File: config.mk
export PLATFORM = sky130hd
export DESIGN_NAME = servo_drive_protection_io
export DESIGN_NICKNAME = d
export VERILOG_FILES = /design/src/core/encoder_emulator.v /design/src/core/i2t_limit.v /design/src/core/servo_drive_protection_io.v
export VERILOG_INCLUDE_DIRS = /design/src /design/src/core
export SDC_FILE = /design/constraint.sdc
export NUM_CORES = 2
export LEC_CHECK = 0
export ABC_AREA = 1
export BUFFER_PORTS_ARGS = -buffer_cell sky130_fd_sc_hd__buf_4
export CAP_MARGIN = 15
export CORE_MARGIN = 2
export CORE_UTILIZATION = 45
export DETAILED_ROUTE_END_ITERATION = 8
export SETUP_SLACK_MARGIN = 0.5
export SLEW_MARGIN = 30
export SYNTH_ARGS = -nofsm -noshare
export SYNTH_HDL_FRONTEND = slang
export SYNTH_HIERARCHICAL = 1
export SYNTH_SLANG_ARGS = --single-unit
File: constraint.sdc
create_clock -name CLK -period 17.1 [get_ports CLK]
set_input_delay 2.565 -clock CLK [delete_from_list [all_inputs] [get_ports CLK]]
set_output_delay 2.565 -clock CLK [all_outputs]
set_load 0.02 [all_outputs]
File: src/core/servo_defs.vh
// Notes on behaviour
// - Limiting mode clamps at rated, no fault
// - Peak time before clamp as fusing
// - Peak seconds equal four rated² over max²
// - Marker-to-marker count must equal resolution·pitch
// - Encoder frequency at 1.5 max flags error
// - Counting error disables power stage at once
// - Pitch 15: marker position must not drift
// - Absolute mode: position error above threshold faults
// - Model mode: error minus model above threshold
// - Limit switches block their own direction
// - Blocked direction brakes with maximum current
// - Speed mode zero command ramps to rest
// - Torque mode zero command holds current zero
// - Any fault disables the power stage
// - Faults open relay; undervoltage only if selected
// - Brake output only enabled and fault free
// - Emulated quadrature A/B plus one marker
// - Output resolution 512 up to speed band limit
// - Output resolution divided by 2, 4, 8
// - Standstill deadband, 4095 is 1/16 turn
// - Marker shift, 32767 is one turn
// - Marker width one quarter of A/B period
// - Analog limit: 0 V free, reversal inverts
`ifndef SERVO_DEFS_VH
`define SERVO_DEFS_VH
// ==========================================================
// Register offsets
`define ADDR_CTRL 8'h00
`define ADDR_CURRENT 8'h04
`define ADDR_ENC 8'h08
`define ADDR_MAX_SPEED 8'h0c
`define ADDR_FOLLOW_THR 8'h10
`define ADDR_OUT_RES 8'h14
`define ADDR_DEADBAND 8'h18
`define ADDR_ZSHIFT 8'h1c
`define ADDR_RAMP 8'h20
`define ADDR_STATUS 8'h24
`define ADDR_POSITION 8'h28
`define ADDR_EDGES 8'h2c
// ==========================================================
// Control fields
`define CTRL_FOLLOW_REL 0
`define CTRL_UV_RELAY 1
`define CTRL_ILIM_REV 2
`define CTRL_FAULT_CLR 3
`define CTRL_DIV_LO 4
`define CTRL_DIV_HI 5
// ==========================================================
// Reset values
`define RST_RATED 8'h10
`define RST_MAX 8'h20
`define RST_ENC_RES 16'h0400
`define RST_PITCH 4'h1
`define RST_MAX_SPEED 16'h0bb8
`define RST_FOLLOW_THR 24'h001000
`define RST_OUT_RES 15'h0400
`define RST_RAMP 16'h0010
// ==========================================================
// Fixed figures
`define PITCH_SINGLE_REF 4'hf
`define FREQ_SCALE 16'h2710
`define PEAK_MS_FACTOR 16'h0fa0
`define RES_MIN 15'h0200
`define CLK_NS 8
`define MS_NS 1000000
`define ZERO_CMD_RESP_NS 500000
`endif

File: src/core/encoder_emulator.v
`include "servo_defs.vh"
module encoder_emulator (
    // Clock and reset
    input wire clk,
    input wire rst,
    // Shaft angle and settings
    input wire [15:0] angle,
    input wire [14:0] res,
    input wire [1:0] div_sel,
    input wire [15:0] max_speed,
    input wire [11:0] dband,
    input wire [14:0] zshift,
    // Emulated channels
    output reg a_q,
    output reg b_q,
    output reg z_q
);
    reg [15:0] held_q;
    reg [16:0] cnt_q;
    reg [16:0] cnt_d;
    reg [14:0] res_max;
    reg [14:0] res_ok;

    always @* begin
        if (max_speed <= 16'd1600) res_max = 15'h4000;
        else if (max_speed <= 16'd3200) res_max = 15'h2000;
        else if (max_speed <= 16'd6400) res_max = 15'h1000;
        else if (max_speed <= 16'd12800) res_max = 15'h0800;
        else res_max = 15'h0400;
        res_ok = (res < `RES_MIN) ? `RES_MIN : ((res > res_max) ? res_max : res);
    end

    wire [14:0] res_eff = res_ok >> div_sel;
    wire [16:0] res4 = {res_eff, 2'b00};
    wire [15:0] adiff = angle - held_q;
    wire [15:0] amag = adiff[15] ? (~adiff + 16'h0001) : adiff;
    wire [32:0] tprod = held_q * res4;
    wire [16:0] target = tprod[32:16];
    // Shift of 32767 spans a whole turn; one count is a quarter period
    wire [31:0] zprod = zshift * res4;
    wire [16:0] zcnt = zprod[31:15];
    wire [16:0] up_d = target - cnt_q;
    wire [16:0] dn_d = cnt_q - target;
    wire fwd = up_d <= {1'b0, res4[16:1]};

    always @* begin
        cnt_d = cnt_q;
        if (target != cnt_q) begin
            if (fwd) cnt_d = (cnt_q >= res4 - 17'h00001) ? 17'h00000 : cnt_q + 17'h00001;
            else cnt_d = (cnt_q == 17'h00000 || cnt_q >= res4) ? res4 - 17'h00001 : cnt_q - 17'h00001;
        end
        if (dn_d == 17'h00000) cnt_d = cnt_q;
    end

    always @(posedge clk) begin
        if (rst) begin
            held_q <= 16'h0000;
            cnt_q <= 17'h00000;
            a_q <= 1'b0;
            b_q <= 1'b0;
            z_q <= 1'b0;
        end else begin
            // Holding the angle hides +/-1 edge chatter at rest
            if (amag > {4'h0, dband}) held_q <= angle;
            cnt_q <= cnt_d;
            a_q <= cnt_d[1] ^ cnt_d[0];
            b_q <= cnt_d[1];
            z_q <= cnt_d == zcnt;
        end
    end
endmodule

File: src/core/i2t_limit.v
`include "servo_defs.vh"
module i2t_limit (
    // Clock and reset
    input wire clk,
    input wire rst,
    // Time base and current
    input wire tick,
    input wire [15:0] demand,
    input wire [7:0] rated,
    input wire [7:0] maxc,
    // Limit active
    output reg clamp_q
);
    reg [31:0] acc_q;
    wire [15:0] r2 = rated * rated;
    wire [15:0] m2 = maxc * maxc;
    // Peak allowed 4000·r² ms at max²/ms, i.e. 4·r²/m² seconds
    wire [31:0] budget = r2 * `PEAK_MS_FACTOR;
    wire over = demand > {1'b0, rated, 7'h00};

    always @(posedge clk) begin
        if (rst) begin
            acc_q <= 32'h0000_0000;
            clamp_q <= 1'b0;
        end else begin
            if (tick && over && acc_q < budget) begin
                acc_q <= acc_q + {16'h0000, m2};
            end else if (tick && !over) begin
                acc_q <= (acc_q > {16'h0000, r2}) ? acc_q - {16'h0000, r2} : 32'h0000_0000;
            end
            // Clamp to rated and keep running; no fault is raised
            clamp_q <= acc_q >= budget;
        end
    end
endmodule

File: src/core/servo_drive_protection_io.v
// Design decisions made here: the plain strobed port and the placing of the registers.
`include "servo_defs.vh"
module servo_drive_protection_io #(
    parameter MS_CYCLES = `MS_NS / `CLK_NS
) (
    // Clock and reset
    input wire CLK,
    input wire SYS_RST,
    // Register port
    input wire [7:0] ADDR,
    input wire [31:0] WDATA,
    input wire WR_STB,
    input wire RD_STB,
    output reg [31:0] RDATA,
    // Field pins
    input wire CW_LIMIT_SWITCH,
    input wire CCW_LIMIT_SWITCH,
    input wire TORQUE_MODE_SELECT,
    input wire ZERO_COMMAND_INPUT,
    input wire ENABLE_IN,
    input wire FAULT_RESET_IN,
    input wire UNDERVOLT_IN,
    input wire EXT_FAULT_IN,
    // Motor encoder pins
    input wire ENC_A,
    input wire ENC_B,
    input wire ENC_Z,
    // Servo loop values
    input wire [15:0] TORQUE_CMD,
    input wire [15:0] SPEED_CMD,
    input wire [15:0] SPEED_FB,
    input wire [23:0] POS_ERR,
    input wire [23:0] MODEL_ERR,
    input wire [11:0] ILIM_ADC,
    input wire [15:0] SHAFT_ANGLE,
    // Drive outputs
    output reg [15:0] CUR_REF,
    output reg [15:0] SPEED_REF,
    output reg PWR_EN,
    output reg DRIVE_OK_RELAY,
    output reg BRAKE_OUT,
    // Emulated encoder
    output wire EMU_A,
    output wire EMU_B,
    output wire EMU_Z
);
    localparam integer MS_LAST_I = MS_CYCLES - 1;
    localparam [16:0] MS_LAST = MS_LAST_I[16:0];

    function [23:0] mag24;
        input [23:0] v;
        begin
            mag24 = v[23] ? (~v + 24'h000001) : v;
        end
    endfunction

    function [31:0] mul16;
        input [15:0] x;
        input [15:0] y;
        begin
            mul16 = x * y;
        end
    endfunction

    // ==========================================================
    // Pin synchronisers
    reg [10:0] sync1_q;
    reg [10:0] sync2_q;
    always @(posedge CLK) begin
        if (SYS_RST) begin
            sync1_q <= 11'h000;
            sync2_q <= 11'h000;
        end else begin
            sync1_q <= {ENC_Z, ENC_B, ENC_A, EXT_FAULT_IN, UNDERVOLT_IN, FAULT_RESET_IN,
                        ENABLE_IN, ZERO_COMMAND_INPUT, TORQUE_MODE_SELECT,
                        CCW_LIMIT_SWITCH, CW_LIMIT_SWITCH};
            sync2_q <= sync1_q;
        end
    end
    wire cw_limit_switch = sync2_q[0];
    wire ccw_limit_switch = sync2_q[1];
    wire torque_mode_select = sync2_q[2];
    wire zero_command_input = sync2_q[3];
    wire enable = sync2_q[4];
    wire reset_pin = sync2_q[5];
    wire undervolt = sync2_q[6];
    wire ext_fault = sync2_q[7];
    wire [1:0] ab = sync2_q[9:8];
    wire z_mark = sync2_q[10];

    // ==========================================================
    // Millisecond time base
    reg [16:0] ms_cnt_q;
    wire ms_tick = ms_cnt_q == MS_LAST;
    always @(posedge CLK) begin
        if (SYS_RST || ms_tick) ms_cnt_q <= 17'h00000;
        else ms_cnt_q <= ms_cnt_q + 17'h00001;
    end

    // ==========================================================
    // Registers
    reg [5:0] ctrl_q;
    reg [7:0] rated_q;
    reg [7:0] maxc_q;
    reg [15:0] enc_res_q;
    reg [3:0] pitch_q;
    reg [15:0] max_speed_q;
    reg [23:0] thr_q;
    reg [14:0] out_res_q;
    reg [11:0] dband_q;
    reg [14:0] zshift_q;
    reg [15:0] ramp_q;
    wire wr_ctrl = WR_STB && ADDR == `ADDR_CTRL;
    wire clr_req = (wr_ctrl && WDATA[`CTRL_FAULT_CLR]) || reset_pin;

    always @(posedge CLK) begin
        if (SYS_RST) begin
            ctrl_q <= 6'h00;
            rated_q <= `RST_RATED;
            maxc_q <= `RST_MAX;
            enc_res_q <= `RST_ENC_RES;
            pitch_q <= `RST_PITCH;
            max_speed_q <= `RST_MAX_SPEED;
            thr_q <= `RST_FOLLOW_THR;
            out_res_q <= `RST_OUT_RES;
            dband_q <= 12'h000;
            zshift_q <= 15'h0000;
            ramp_q <= `RST_RAMP;
        end else if (WR_STB) begin
            case (ADDR)
                `ADDR_CTRL: ctrl_q <= {WDATA[5:4], 1'b0, WDATA[2:0]};
                `ADDR_CURRENT: begin
                    rated_q <= WDATA[7:0];
                    maxc_q <= WDATA[15:8];
                end
                `ADDR_ENC: begin
                    enc_res_q <= WDATA[15:0];
                    pitch_q <= WDATA[19:16];
                end
                `ADDR_MAX_SPEED: max_speed_q <= WDATA[15:0];
                `ADDR_FOLLOW_THR: thr_q <= WDATA[23:0];
                `ADDR_OUT_RES: out_res_q <= WDATA[14:0];
                `ADDR_DEADBAND: dband_q <= WDATA[11:0];
                `ADDR_ZSHIFT: zshift_q <= WDATA[14:0];
                `ADDR_RAMP: ramp_q <= WDATA[15:0];
                default: ctrl_q <= ctrl_q;
            endcase
        end
    end

    // ==========================================================
    // Encoder counting supervision
    reg [1:0] ab_q;
    reg z_q;
    reg [23:0] pos_q;
    reg [23:0] zpos_q;
    reg armed_q;
    reg [15:0] edge_cnt_q;
    reg [15:0] edges_ms_q;
    wire ab_move = ab != ab_q;
    wire ab_jump = ab[0] != ab_q[0] && ab[1] != ab_q[1];
    wire count_up = ab[0] ^ ab_q[1];
    wire z_rise = z_mark && !z_q;
    wire [19:0] rev_pulses = enc_res_q * pitch_q;
    wire [23:0] exp_edges = {2'b00, rev_pulses, 2'b00};
    wire [23:0] z_span = mag24(pos_q - zpos_q);
    wire single_ref = pitch_q == `PITCH_SINGLE_REF;
    wire z_check = z_rise && armed_q && pitch_q != 4'h0;
    wire cnt_set = ab_jump || (z_check && !single_ref && z_span != exp_edges);
    wire ref_set = z_check && single_ref && pos_q != zpos_q;
    // Edges/ms ·10000 >= res·rpm is the 1.5x limit in quarter periods
    wire frq_set = ms_tick &&
        mul16(edge_cnt_q, `FREQ_SCALE) >= mul16(enc_res_q, max_speed_q);

    always @(posedge CLK) begin
        if (SYS_RST) begin
            ab_q <= 2'b00;
            z_q <= 1'b0;
            pos_q <= 24'h000000;
            zpos_q <= 24'h000000;
            armed_q <= 1'b0;
            edge_cnt_q <= 16'h0000;
            edges_ms_q <= 16'h0000;
        end else begin
            ab_q <= ab;
            z_q <= z_mark;
            if (ab_move && !ab_jump) pos_q <= count_up ? pos_q + 24'h000001 : pos_q - 24'h000001;
            if (ms_tick) begin
                edges_ms_q <= edge_cnt_q;
                edge_cnt_q <= {15'h0000, ab_move};
            end else if (ab_move && edge_cnt_q != 16'hffff) begin
                edge_cnt_q <= edge_cnt_q + 16'h0001;
            end
            // A fault reset clears armed_q so that a fresh marker is captured
            if (clr_req) armed_q <= 1'b0;
            else if (z_rise) armed_q <= 1'b1;
            if (z_rise && (!armed_q || !single_ref)) zpos_q <= pos_q;
        end
    end

    // ==========================================================
    // Following error
    wire [23:0] follow_err = ctrl_q[`CTRL_FOLLOW_REL] ?
        mag24(POS_ERR - MODEL_ERR) : mag24(POS_ERR);
    wire fol_set = enable && follow_err > thr_q;

    // ==========================================================
    // Fault latches, power, relay and brake
    reg cnt_flt_q;
    reg frq_flt_q;
    reg ref_flt_q;
    reg fol_flt_q;
    wire latched = cnt_flt_q | frq_flt_q | ref_flt_q | fol_flt_q;
    wire sets = cnt_set | frq_set | ref_set | fol_set;
    wire fault_now = latched | sets | ext_fault | undervolt;
    wire uv_relay = undervolt && ctrl_q[`CTRL_UV_RELAY];

    always @(posedge CLK) begin
        if (SYS_RST) begin
            cnt_flt_q <= 1'b0;
            frq_flt_q <= 1'b0;
            ref_flt_q <= 1'b0;
            fol_flt_q <= 1'b0;
            PWR_EN <= 1'b0;
            DRIVE_OK_RELAY <= 1'b0;
            BRAKE_OUT <= 1'b0;
        end else begin
            // New detections win over a reset in the same cycle
            cnt_flt_q <= cnt_set | (cnt_flt_q & ~clr_req);
            frq_flt_q <= frq_set | (frq_flt_q & ~clr_req);
            ref_flt_q <= ref_set | (ref_flt_q & ~clr_req);
            fol_flt_q <= fol_set | (fol_flt_q & ~clr_req);
            PWR_EN <= enable && !fault_now;
            DRIVE_OK_RELAY <= !(latched | sets | ext_fault | uv_relay);
            BRAKE_OUT <= enable && !fault_now;
        end
    end

    // ==========================================================
    // Current reference
    wire [23:0] cmd_mag24 = mag24({{8{TORQUE_CMD[15]}}, TORQUE_CMD});
    wire [15:0] cmd_mag = cmd_mag24[15:0];
    wire [14:0] max15 = {maxc_q, 7'h00};
    wire [14:0] rated15 = {rated_q, 7'h00};
    wire [11:0] ana = ctrl_q[`CTRL_ILIM_REV] ? ILIM_ADC : ~ILIM_ADC;
    wire [26:0] ana_prod = {12'h000, max15} * {15'h0000, ana};
    wire [14:0] ana_lim = ana_prod[26:12];
    wire clamp;
    wire fb_cw = !SPEED_FB[15] && SPEED_FB != 16'h0000;
    wire fb_ccw = SPEED_FB[15];
    reg [14:0] lim;
    reg [15:0] sat;
    reg [15:0] cur_d;

    i2t_limit u_i2t (
        .clk(CLK),
        .rst(SYS_RST),
        .tick(ms_tick),
        .demand(cmd_mag),
        .rated(rated_q),
        .maxc(maxc_q),
        .clamp_q(clamp)
    );

    always @* begin
        lim = clamp ? rated15 : max15;
        if (ana_lim < lim) lim = ana_lim;
        sat = (cmd_mag > {1'b0, lim}) ? {1'b0, lim} : cmd_mag;
        cur_d = TORQUE_CMD[15] ? (~sat + 16'h0001) : sat;
        if (cw_limit_switch && fb_cw) cur_d = ~{1'b0, max15} + 16'h0001;
        else if (ccw_limit_switch && fb_ccw) cur_d = {1'b0, max15};
        else if (cw_limit_switch && !TORQUE_CMD[15]) cur_d = 16'h0000;
        else if (ccw_limit_switch && TORQUE_CMD[15]) cur_d = 16'h0000;
        if (torque_mode_select && zero_command_input) cur_d = 16'h0000;
        if (!PWR_EN) cur_d = 16'h0000;
    end

    // ==========================================================
    // Speed reference
    wire [23:0] spd_mag24 = mag24({{8{SPEED_REF[15]}}, SPEED_REF});
    reg [15:0] spd_d;
    always @* begin
        spd_d = SPEED_CMD;
        // The ramp holds its own value, so the command is ignored meanwhile
        if (!torque_mode_select && zero_command_input) begin
            spd_d = SPEED_REF;
            if (ms_tick) begin
                if (spd_mag24[15:0] <= ramp_q) spd_d = 16'h0000;
                else if (SPEED_REF[15]) spd_d = SPEED_REF + ramp_q;
                else spd_d = SPEED_REF - ramp_q;
            end
        end
        if (cw_limit_switch && !spd_d[15]) spd_d = 16'h0000;
        if (ccw_limit_switch && spd_d[15]) spd_d = 16'h0000;
        if (!PWR_EN) spd_d = 16'h0000;
    end

    always @(posedge CLK) begin
        if (SYS_RST) begin
            CUR_REF <= 16'h0000;
            SPEED_REF <= 16'h0000;
        end else begin
            CUR_REF <= cur_d;
            SPEED_REF <= spd_d;
        end
    end

    // ==========================================================
    // Encoder emulation
    encoder_emulator u_emul (
        .clk(CLK),
        .rst(SYS_RST),
        .angle(SHAFT_ANGLE),
        .res(out_res_q),
        .div_sel(ctrl_q[`CTRL_DIV_HI:`CTRL_DIV_LO]),
        .max_speed(max_speed_q),
        .dband(dband_q),
        .zshift(zshift_q),
        .a_q(EMU_A),
        .b_q(EMU_B),
        .z_q(EMU_Z)
    );

    // ==========================================================
    // Read port
    always @(posedge CLK) begin
        if (SYS_RST || !RD_STB) begin
            RDATA <= 32'h0000_0000;
        end else begin
            case (ADDR)
                `ADDR_CTRL: RDATA <= {26'h0000000, ctrl_q};
                `ADDR_CURRENT: RDATA <= {16'h0000, maxc_q, rated_q};
                `ADDR_ENC: RDATA <= {12'h000, pitch_q, enc_res_q};
                `ADDR_MAX_SPEED: RDATA <= {16'h0000, max_speed_q};
                `ADDR_FOLLOW_THR: RDATA <= {8'h00, thr_q};
                `ADDR_OUT_RES: RDATA <= {17'h00000, out_res_q};
                `ADDR_DEADBAND: RDATA <= {20'h00000, dband_q};
                `ADDR_ZSHIFT: RDATA <= {17'h00000, zshift_q};
                `ADDR_RAMP: RDATA <= {16'h0000, ramp_q};
                `ADDR_STATUS: RDATA <= {22'h000000, BRAKE_OUT, ext_fault, undervolt,
                    DRIVE_OK_RELAY, PWR_EN, clamp, fol_flt_q, ref_flt_q, frq_flt_q, cnt_flt_q};
                `ADDR_POSITION: RDATA <= {8'h00, pos_q};
                `ADDR_EDGES: RDATA <= {16'h0000, edges_ms_q};
                default: RDATA <= 32'h0000_0000;
            endcase
        end
    end
endmodule

# Word level (Yosys, flattened, before mapping)
# Index checks and enable logic that the tools add are counted.
dict set report op_classes {
  addsub 24
  mul 9
  div_mod_pow 0
  n_lt_le_gt_ge 19
  n_eq_ne 22
  shift 1
  mux 39
  bitwise_logic 31
  reduce_logical 68
}
# op count
set op_table {}
lappend op_table {{$pmux W24 S12} 1}
lappend op_table {{$mux W16} 14}
lappend op_table {{$mux W24} 5}
lappend op_table {{$mux W15} 7}
lappend op_table {{$add A16 B1 Y16 const B} 6}
lappend op_table {{$add A24 B1 Y24 const B} 4}
lappend op_table {{$mux W32} 3}
lappend op_table {{$mux W17} 5}
lappend op_table {{$not A24 Y24} 3}
lappend op_table {{$not A16 Y16} 4}
lappend op_table {{$sub A24 B24 Y24} 2}
lappend op_table {{$add A17 B1 Y17 const B} 2}
lappend op_table {{$ge A17 B17 Y1} 2}
lappend op_table {{$logic_not A17 Y1} 2}
lappend op_table {{$sub A17 B1 Y17 const B} 2}
lappend op_table {{$sub A17 B17 Y17} 2}
lappend op_table {{$add A32 B16 Y32} 1}
lappend op_table {{$eq A8 B5 Y1 const B} 4}
lappend op_table {{$eq A8 B6 Y1 const B} 4}
lappend op_table {{$ge A30 B32 Y1} 1}
lappend op_table {{$ge A32 B28 Y1} 1}
lappend op_table {{$gt A16 B15 Y1} 2}
lappend op_table {{$gt A32 B16 Y1} 1}
lappend op_table {{$lt A32 B28 Y1} 1}
lappend op_table {{other kinds (55)} 134}
dict set report word_totals {
  register_bits 401
  latch_bits 0
  ramBits 0
  romBits 0
  inputBits 179
  out_inout_bits 70
  word_cells 252
  mem_count 0
}

# Logic depth before layout (Yosys ltp)
dict set report logic_depth {
  ltp_word 16
  ltp_mapped 76
  depth_no_buf 74
}

# Hierarchy
# The synthesis kept the hierarchy.
# module instances cells_per_inst area_per_inst_um2
set by_module_without_submodules {}
lappend by_module_without_submodules {servo_drive_protection_io 1 5344 38323.0}
lappend by_module_without_submodules {encoder_emulator 1 3213 22628.0}
lappend by_module_without_submodules {i2t_limit 1 1540 10546.4}

# Worst setup path after synthesis
# No wires, ideal clock.
dict set report synth_path {
  kind {register to register}
  from {register max_speed_q[11]}
  to {register u_emul.z_q}
  setup_time_ns 0.064
  arrival_ns 11.041
  slack_ns 5.995
  stages_incl_launch_ff 70
  path_buffers 4
  synth_period_minus_slack_ns 11.105
  cell_sequence {dfxtp_1 > or2_2 > nor3_1 > nand2_1 > nand2_1 > nand3_1 > ha_1 > nand2_1 > inv_1 > nand2_1 > nor2_1 > nand2_1 > nand2_2 > buf_6 > inv_2 > nand2_1 > o21ai_1 > or2_2 > (+34 left out) > a221oi_1 > xor2_1 > ha_1 > a21oi_1 > o21ai_0 > a21oi_1 > a21o_1 > clkbuf_1 > nand4_1 > nand3_1 > nand2_1 > nand2_1 > nand2_1 > nor2_1 > nand2_1 > nor2_1 > nand2_1 > nor2_1}
}
dict set report synth_via {
  elab_chain_cells 16
  word_cells_on_any_way 29
  cone_classes {add/sub (3); mul (2); order compare (8); eq/ne (2); shift (1); mux (11); reduce/logical (2)}
}
# item line_no
set synth_rtl {}
lappend synth_rtl {{start, declared} servo_drive_protection_io.v:107} ;# reg [15:0] max_speed_q;
lappend synth_rtl {{start signal, assigned} servo_drive_protection_io.v:123} ;# max_speed_q <= `RST_MAX_SPEED;
lappend synth_rtl {{start signal, assigned} servo_drive_protection_io.v:140} ;# `ADDR_MAX_SPEED: max_speed_q <= WDATA[15:0];
lappend synth_rtl {{$le A16 B14 Y1} encoder_emulator.v:28} ;# else if (max_speed <= 16'd12800) res_max = 15'h0800;
lappend synth_rtl {{$mux W12} encoder_emulator.v:28}
lappend synth_rtl {{$mux W15} encoder_emulator.v:27} ;# else if (max_speed <= 16'd6400) res_max = 15'h1000;
lappend synth_rtl {{$mux W15} encoder_emulator.v:26} ;# else if (max_speed <= 16'd3200) res_max = 15'h2000;
lappend synth_rtl {{$mux W15 *} encoder_emulator.v:25} ;# if (max_speed <= 16'd1600) res_max = 15'h4000;
lappend synth_rtl {{$gt A15 B15 Y1} encoder_emulator.v:30} ;# res_ok = (res < `RES_MIN) ? `RES_MIN : ((res > res_max) ? res_max : res);
lappend synth_rtl {{$mux W15 * (2 in a row)} encoder_emulator.v:30}
lappend synth_rtl {{$shr A15 B2 Y15 *} encoder_emulator.v:33} ;# wire [14:0] res_eff = res_ok >> div_sel;
lappend synth_rtl {{$mul A16 B15 Y31, or another cell as far along} encoder_emulator.v:37} ;# wire [32:0] tprod = held_q * res4;
lappend synth_rtl {{$sub A17 B17 Y17, or another cell as far along} encoder_emulator.v:42} ;# wire [16:0] up_d = target - cnt_q;
lappend synth_rtl {{$le A17 B16 Y1, or another cell as far along} encoder_emulator.v:44} ;# wire fwd = up_d <= {1'b0, res4[16:1]};
lappend synth_rtl {{$mux W17} encoder_emulator.v:49} ;# if (fwd) cnt_d = (cnt_q >= res4 - 17'h00001) ? 17'h00000 : cnt_q + 17'h00001;
lappend synth_rtl {{$mux W17} encoder_emulator.v:48} ;# if (target != cnt_q) begin
lappend synth_rtl {{$mux W17} encoder_emulator.v:52} ;# if (dn_d == 17'h00000) cnt_d = cnt_q;
lappend synth_rtl {{$eq A17 B17 Y1 *} encoder_emulator.v:68} ;# z_q <= cnt_d == zcnt;
lappend synth_rtl {{end signal, assigned} encoder_emulator.v:68}
lappend synth_rtl {{end, declared} encoder_emulator.v:16} ;# output reg z_q
# Mark *: on every way between the ends. The rest lies on a longest branch, timed or not.
# A chain may end at the register's enable or synchronous reset.

# Final worst setup path
dict set report layout_path {
  from {register max_speed_q[8]}
  to {register u_emul.z_q}
}
# The elaborated chain is that of the path after synthesis.

==> impl_metrics.env <==
export IMPL_status="finished clean"
export IMPL_nFillCells=16040
export IMPL_detail_route_antenna_nets=0
export IMPL_yosys_area_share_simple_pct=22.2
export IMPL_synthCells=10097
export IMPL_tightest_slew_ns=1.04
export IMPL_post_cts_buffers=0
export IMPL_crit_type="flop to flop"
export IMPL_numPortBuffers=232
export IMPL_dpl_hpwl_um=188000
export IMPL_cpMostUsedCell="nand2_1"
export IMPL_htree_levels=2
export IMPL_powerDensity_nw_per_um2=66.0
export IMPL_syn_avg_cell_area_sq_um=7.08
export IMPL_cp_data_required_time_ns=17.65
export IMPL_pwr_share_clk_pct=21.9
export IMPL_die_w_um=403
export IMPL_ys_seq_area_share_pct=11.0
export IMPL_p_switching_mw=2.48
export IMPL_avgRoutedWirePerCell_um=19.1
export IMPL_path_clk_slew_ns=0.06
export IMPL_synthDistinctLibCells=82
export IMPL_slowest_delay_ns=0.96
export IMPL_finalWirelength_um=233000
export IMPL_synth_area_sq_um=71500
export IMPL_core_rowCount=146
export IMPL_min_period_over_period_pct=84.7
export IMPL_drive_gt1_share_pct=6.04
export IMPL_worstPathMaxFanout=20
export IMPL_grt_overflow_total=0
export IMPL_cts_resized=0
export IMPL_final_common_cell="inv_1"
export IMPL_slew_violations=0
export IMPL_cts_tree="done"
export IMPL_fin_cells=12240
export IMPL_clock_sinks=392
export IMPL_synth_xor_area_share_pct=5.10
export IMPL_critPathArrivalTime_ns=15.03
export IMPL_first_iter_violations=5345
export IMPL_cts_buffers=50
export IMPL_rsz0062_at_grt="no"
export IMPL_synth_compound_area_share_pct=11.8
export IMPL_via_count=66048
export IMPL_hold_buffers=0
export IMPL_grt_antenna_before_repair=6
export IMPL_grt_pass1_vias=65006
export IMPL_fmax_mhz=69.1
export IMPL_intPower_mw=2.57
export IMPL_setup_viol=0
export IMPL_synth_edf_count=0
export IMPL_swShare_pct=49.1
export IMPL_dieArea_sq_um=162000
export IMPL_area_delta_synth_final_pct=7.24
export IMPL_muxShareOfSynthArea_pct=0.0157
export IMPL_gr_usage_all_layers_pct=28.6
export IMPL_place_inst=12146
export IMPL_hold_violations=0
export IMPL_max_slew_margin_pct=30.5
export IMPL_rr_worst_depth=64
export IMPL_synth_warnings=6
export IMPL_maxCapViolCount=0
export IMPL_clk_path_buf_depth=3
export IMPL_core_area_sq_um=158000
export IMPL_vias_per_cell=5.40
export IMPL_seqPwrFrac_pct=22.1
export IMPL_end_kind="flop"
export IMPL_synth_fa_ha_area_share_pct=36.8
export IMPL_period_needed_ns=14.48
export IMPL_finClkSkew_ns=0.0857
export IMPL_layout_common_cells="inv_1, nand2_1, nor2_1"
export IMPL_pin_count=249
export IMPL_irDropWorstVdd_mv=0.0832
export IMPL_worstHoldPathType="flop to flop"
export IMPL_nets=11947
export IMPL_firstDrtPassIters=6
export IMPL_fin_tns_setup_ns=0
export IMPL_cts_root_buffer="clkbuf_16"
export IMPL_synth_main_ff_cell="dfxtp_1"
export IMPL_die_h_um=403
export IMPL_synth_seq_cells=392
export IMPL_synth_top_family_by_area="adder cells"
export IMPL_combPwrFrac_pct=56.1
export IMPL_grt_pass1_wl_um=365000
export IMPL_start_kind="flop"
export IMPL_gp_congestion=0.954
export IMPL_antenna_cells=0
export IMPL_async_reset_ff_share_pct=0
export IMPL_hold_path_depth=2
export IMPL_initial_utilization_pct=45.2
export IMPL_p_leak_nw=40.6
export IMPL_clk_latency_ns=0.69
export IMPL_critPathSlowestCell="dfxtp_1"
export IMPL_drc_errors=0
export IMPL_grt_max_degree=112
[cells by family after synthesis]
kind of cell    count (synthesis)
buf+inv                      2449
xor+xnor                      413
mux                             1
simple gates                 3696
other cells                     2
fa+ha+maj                    1642
flops                         392
compound gates               1502
[worst paths after layout]
| kind | start | end | slack, ns |
|---|---|---|---|
| setup / recovery | max_speed_q[8]$_SDFFE_PP1P_ | u_emul/z_q$_SDFF_PP0_ | 2.62 |
| setup reg to reg | max_speed_q[8]$_SDFFE_PP1P_ | u_emul/z_q$_SDFF_PP0_ | 2.62 |
| hold / removal | sync1_q[8]$_SDFF_PP0_ | sync2_q[8]$_SDFF_PP0_ | 0.40 |
| hold reg to reg | sync1_q[8]$_SDFF_PP0_ | sync2_q[8]$_SDFF_PP0_ | 0.40 |
[final cells by class]
type | count | area, sq um | share of cell area [%]
Multi-Input combinational cell | 7265 | 54400 | 70.9
Clock buffer | 64 | 1370 | 1.79
Tap cell | 2072 | 2590 | 3.38
Clock inverter | 30 | 290 | 0.379
Sequential cell | 392 | 7860 | 10.2
Inverter | 2120 | 7970 | 10.4
Timing Repair Buffer | 297 | 2230 | 2.91
[state kept, by name, summed over array words and instances, names as in the netlist, 17 cells and up]
register      cells
u_i2t/acc_q      32
RDATA            24
pos_q            24
thr_q            24
zpos_q           24
ms_cnt_q         17
u_emul/cnt_q     17
[critical path, delay by kind of cell, from the launching register on]
family	cells	cell delay [ns]
compound gates	15	3.06
xor+xnor	2	0.74
fa+ha+maj	10	4.29
buf+inv	8	1.39
flops	1	0.96
simple gates	29	3.87
[synthesized netlist by cell type, types with 6 or more instances]
| library cell | n | share of area (%) |
|---|---|---|
| inv_1 | 2074 | 11 |
| nand2_1 | 1819 | 9.5 |
| o31ai_1 | 13 | 0.14 |
| nand3_1 | 361 | 2.5 |
| or2_1 | 6 | 0.053 |
| o22ai_1 | 27 | 0.24 |
| xnor2_1 | 107 | 1.3 |
| nor2_2 | 15 | 0.13 |
| nand2_2 | 33 | 0.29 |
| dfxtp_1 | 392 | 11 |
| and2_1 | 6 | 0.053 |
| fa_1 | 769 | 22 |
| clkinv_1 | 32 | 0.17 |
| o21ai_1 | 29 | 0.20 |
| nand4_1 | 119 | 1.0 |
| o21bai_1 | 29 | 0.30 |
| nor3b_1 | 8 | 0.084 |
| nor2_4 | 8 | 0.13 |
| a21boi_0 | 9 | 0.094 |
| xor2_1 | 304 | 3.7 |
| o211ai_1 | 32 | 0.34 |
| a221oi_1 | 41 | 0.50 |
| nor2_1 | 1015 | 5.3 |
| a21o_1 | 26 | 0.27 |
| a21oi_1 | 645 | 4.5 |
| buf_2 | 20 | 0.14 |
| or2_2 | 33 | 0.29 |
| inv_2 | 12 | 0.063 |
| a21oi_2 | 17 | 0.21 |
| nand2_4 | 24 | 0.38 |
| clkbuf_1 | 260 | 1.4 |
| o311ai_0 | 7 | 0.086 |
| o21ai_0 | 492 | 3.4 |
| a211oi_1 | 15 | 0.16 |
| nor3_1 | 126 | 0.88 |
| buf_6 | 10 | 0.16 |
| buf_1 | 22 | 0.12 |
| a31oi_1 | 52 | 0.45 |
| nand3b_1 | 20 | 0.21 |
| nor4_1 | 36 | 0.32 |
| ha_1 | 873 | 15 |
| o221ai_1 | 13 | 0.16 |
| buf_4 | 15 | 0.16 |
| o21a_1 | 14 | 0.15 |
| nand3_2 | 47 | 0.66 |
[layer usage]
metal	vias to the layer above	global-route usage, %	wire length, um
li1	31711	-	-
met4	6	10.8	10000
met2	2342	45.9	103000
met1	31562	38.7	102000
met5	-	0	34
met3	427	4.51	18200
[per-stage QoR]
step	utilization (%)	worst slack, ns	instance area [sq um]	hold WS [ns]	power, mW
final	48.5	2.62	76700	0.402	5.06
after global routing	48.5	1.38	76700	0.419	5.48
after CTS	48.5	2.76	76700	0.400	5.06
after detailed placement	47.5	2.89	75000	0.394	3.93
after global placement	47.5	2.96	75000	0.392	3.89
after floorplan	-	6.00	71500	0.388	3.18
[power by group through the flow]
| stage | Sequential, mW | Clock (mW) | Combinational [mW] |
|---|---|---|---|
| 5_1_grt | 1.12 | 1.16 | 3.20 |
| 3_5_place_dp | 1.13 | 0 | 2.80 |
| 3_3_place_gp | 1.13 | 0 | 2.76 |
| 4_1_cts | 1.11 | 1.13 | 2.82 |
| 2_1_floorplan | 1.03 | 0 | 2.14 |
| 6_report | 1.12 | 1.11 | 2.84 |
Power figures use the tool's default switching activity.
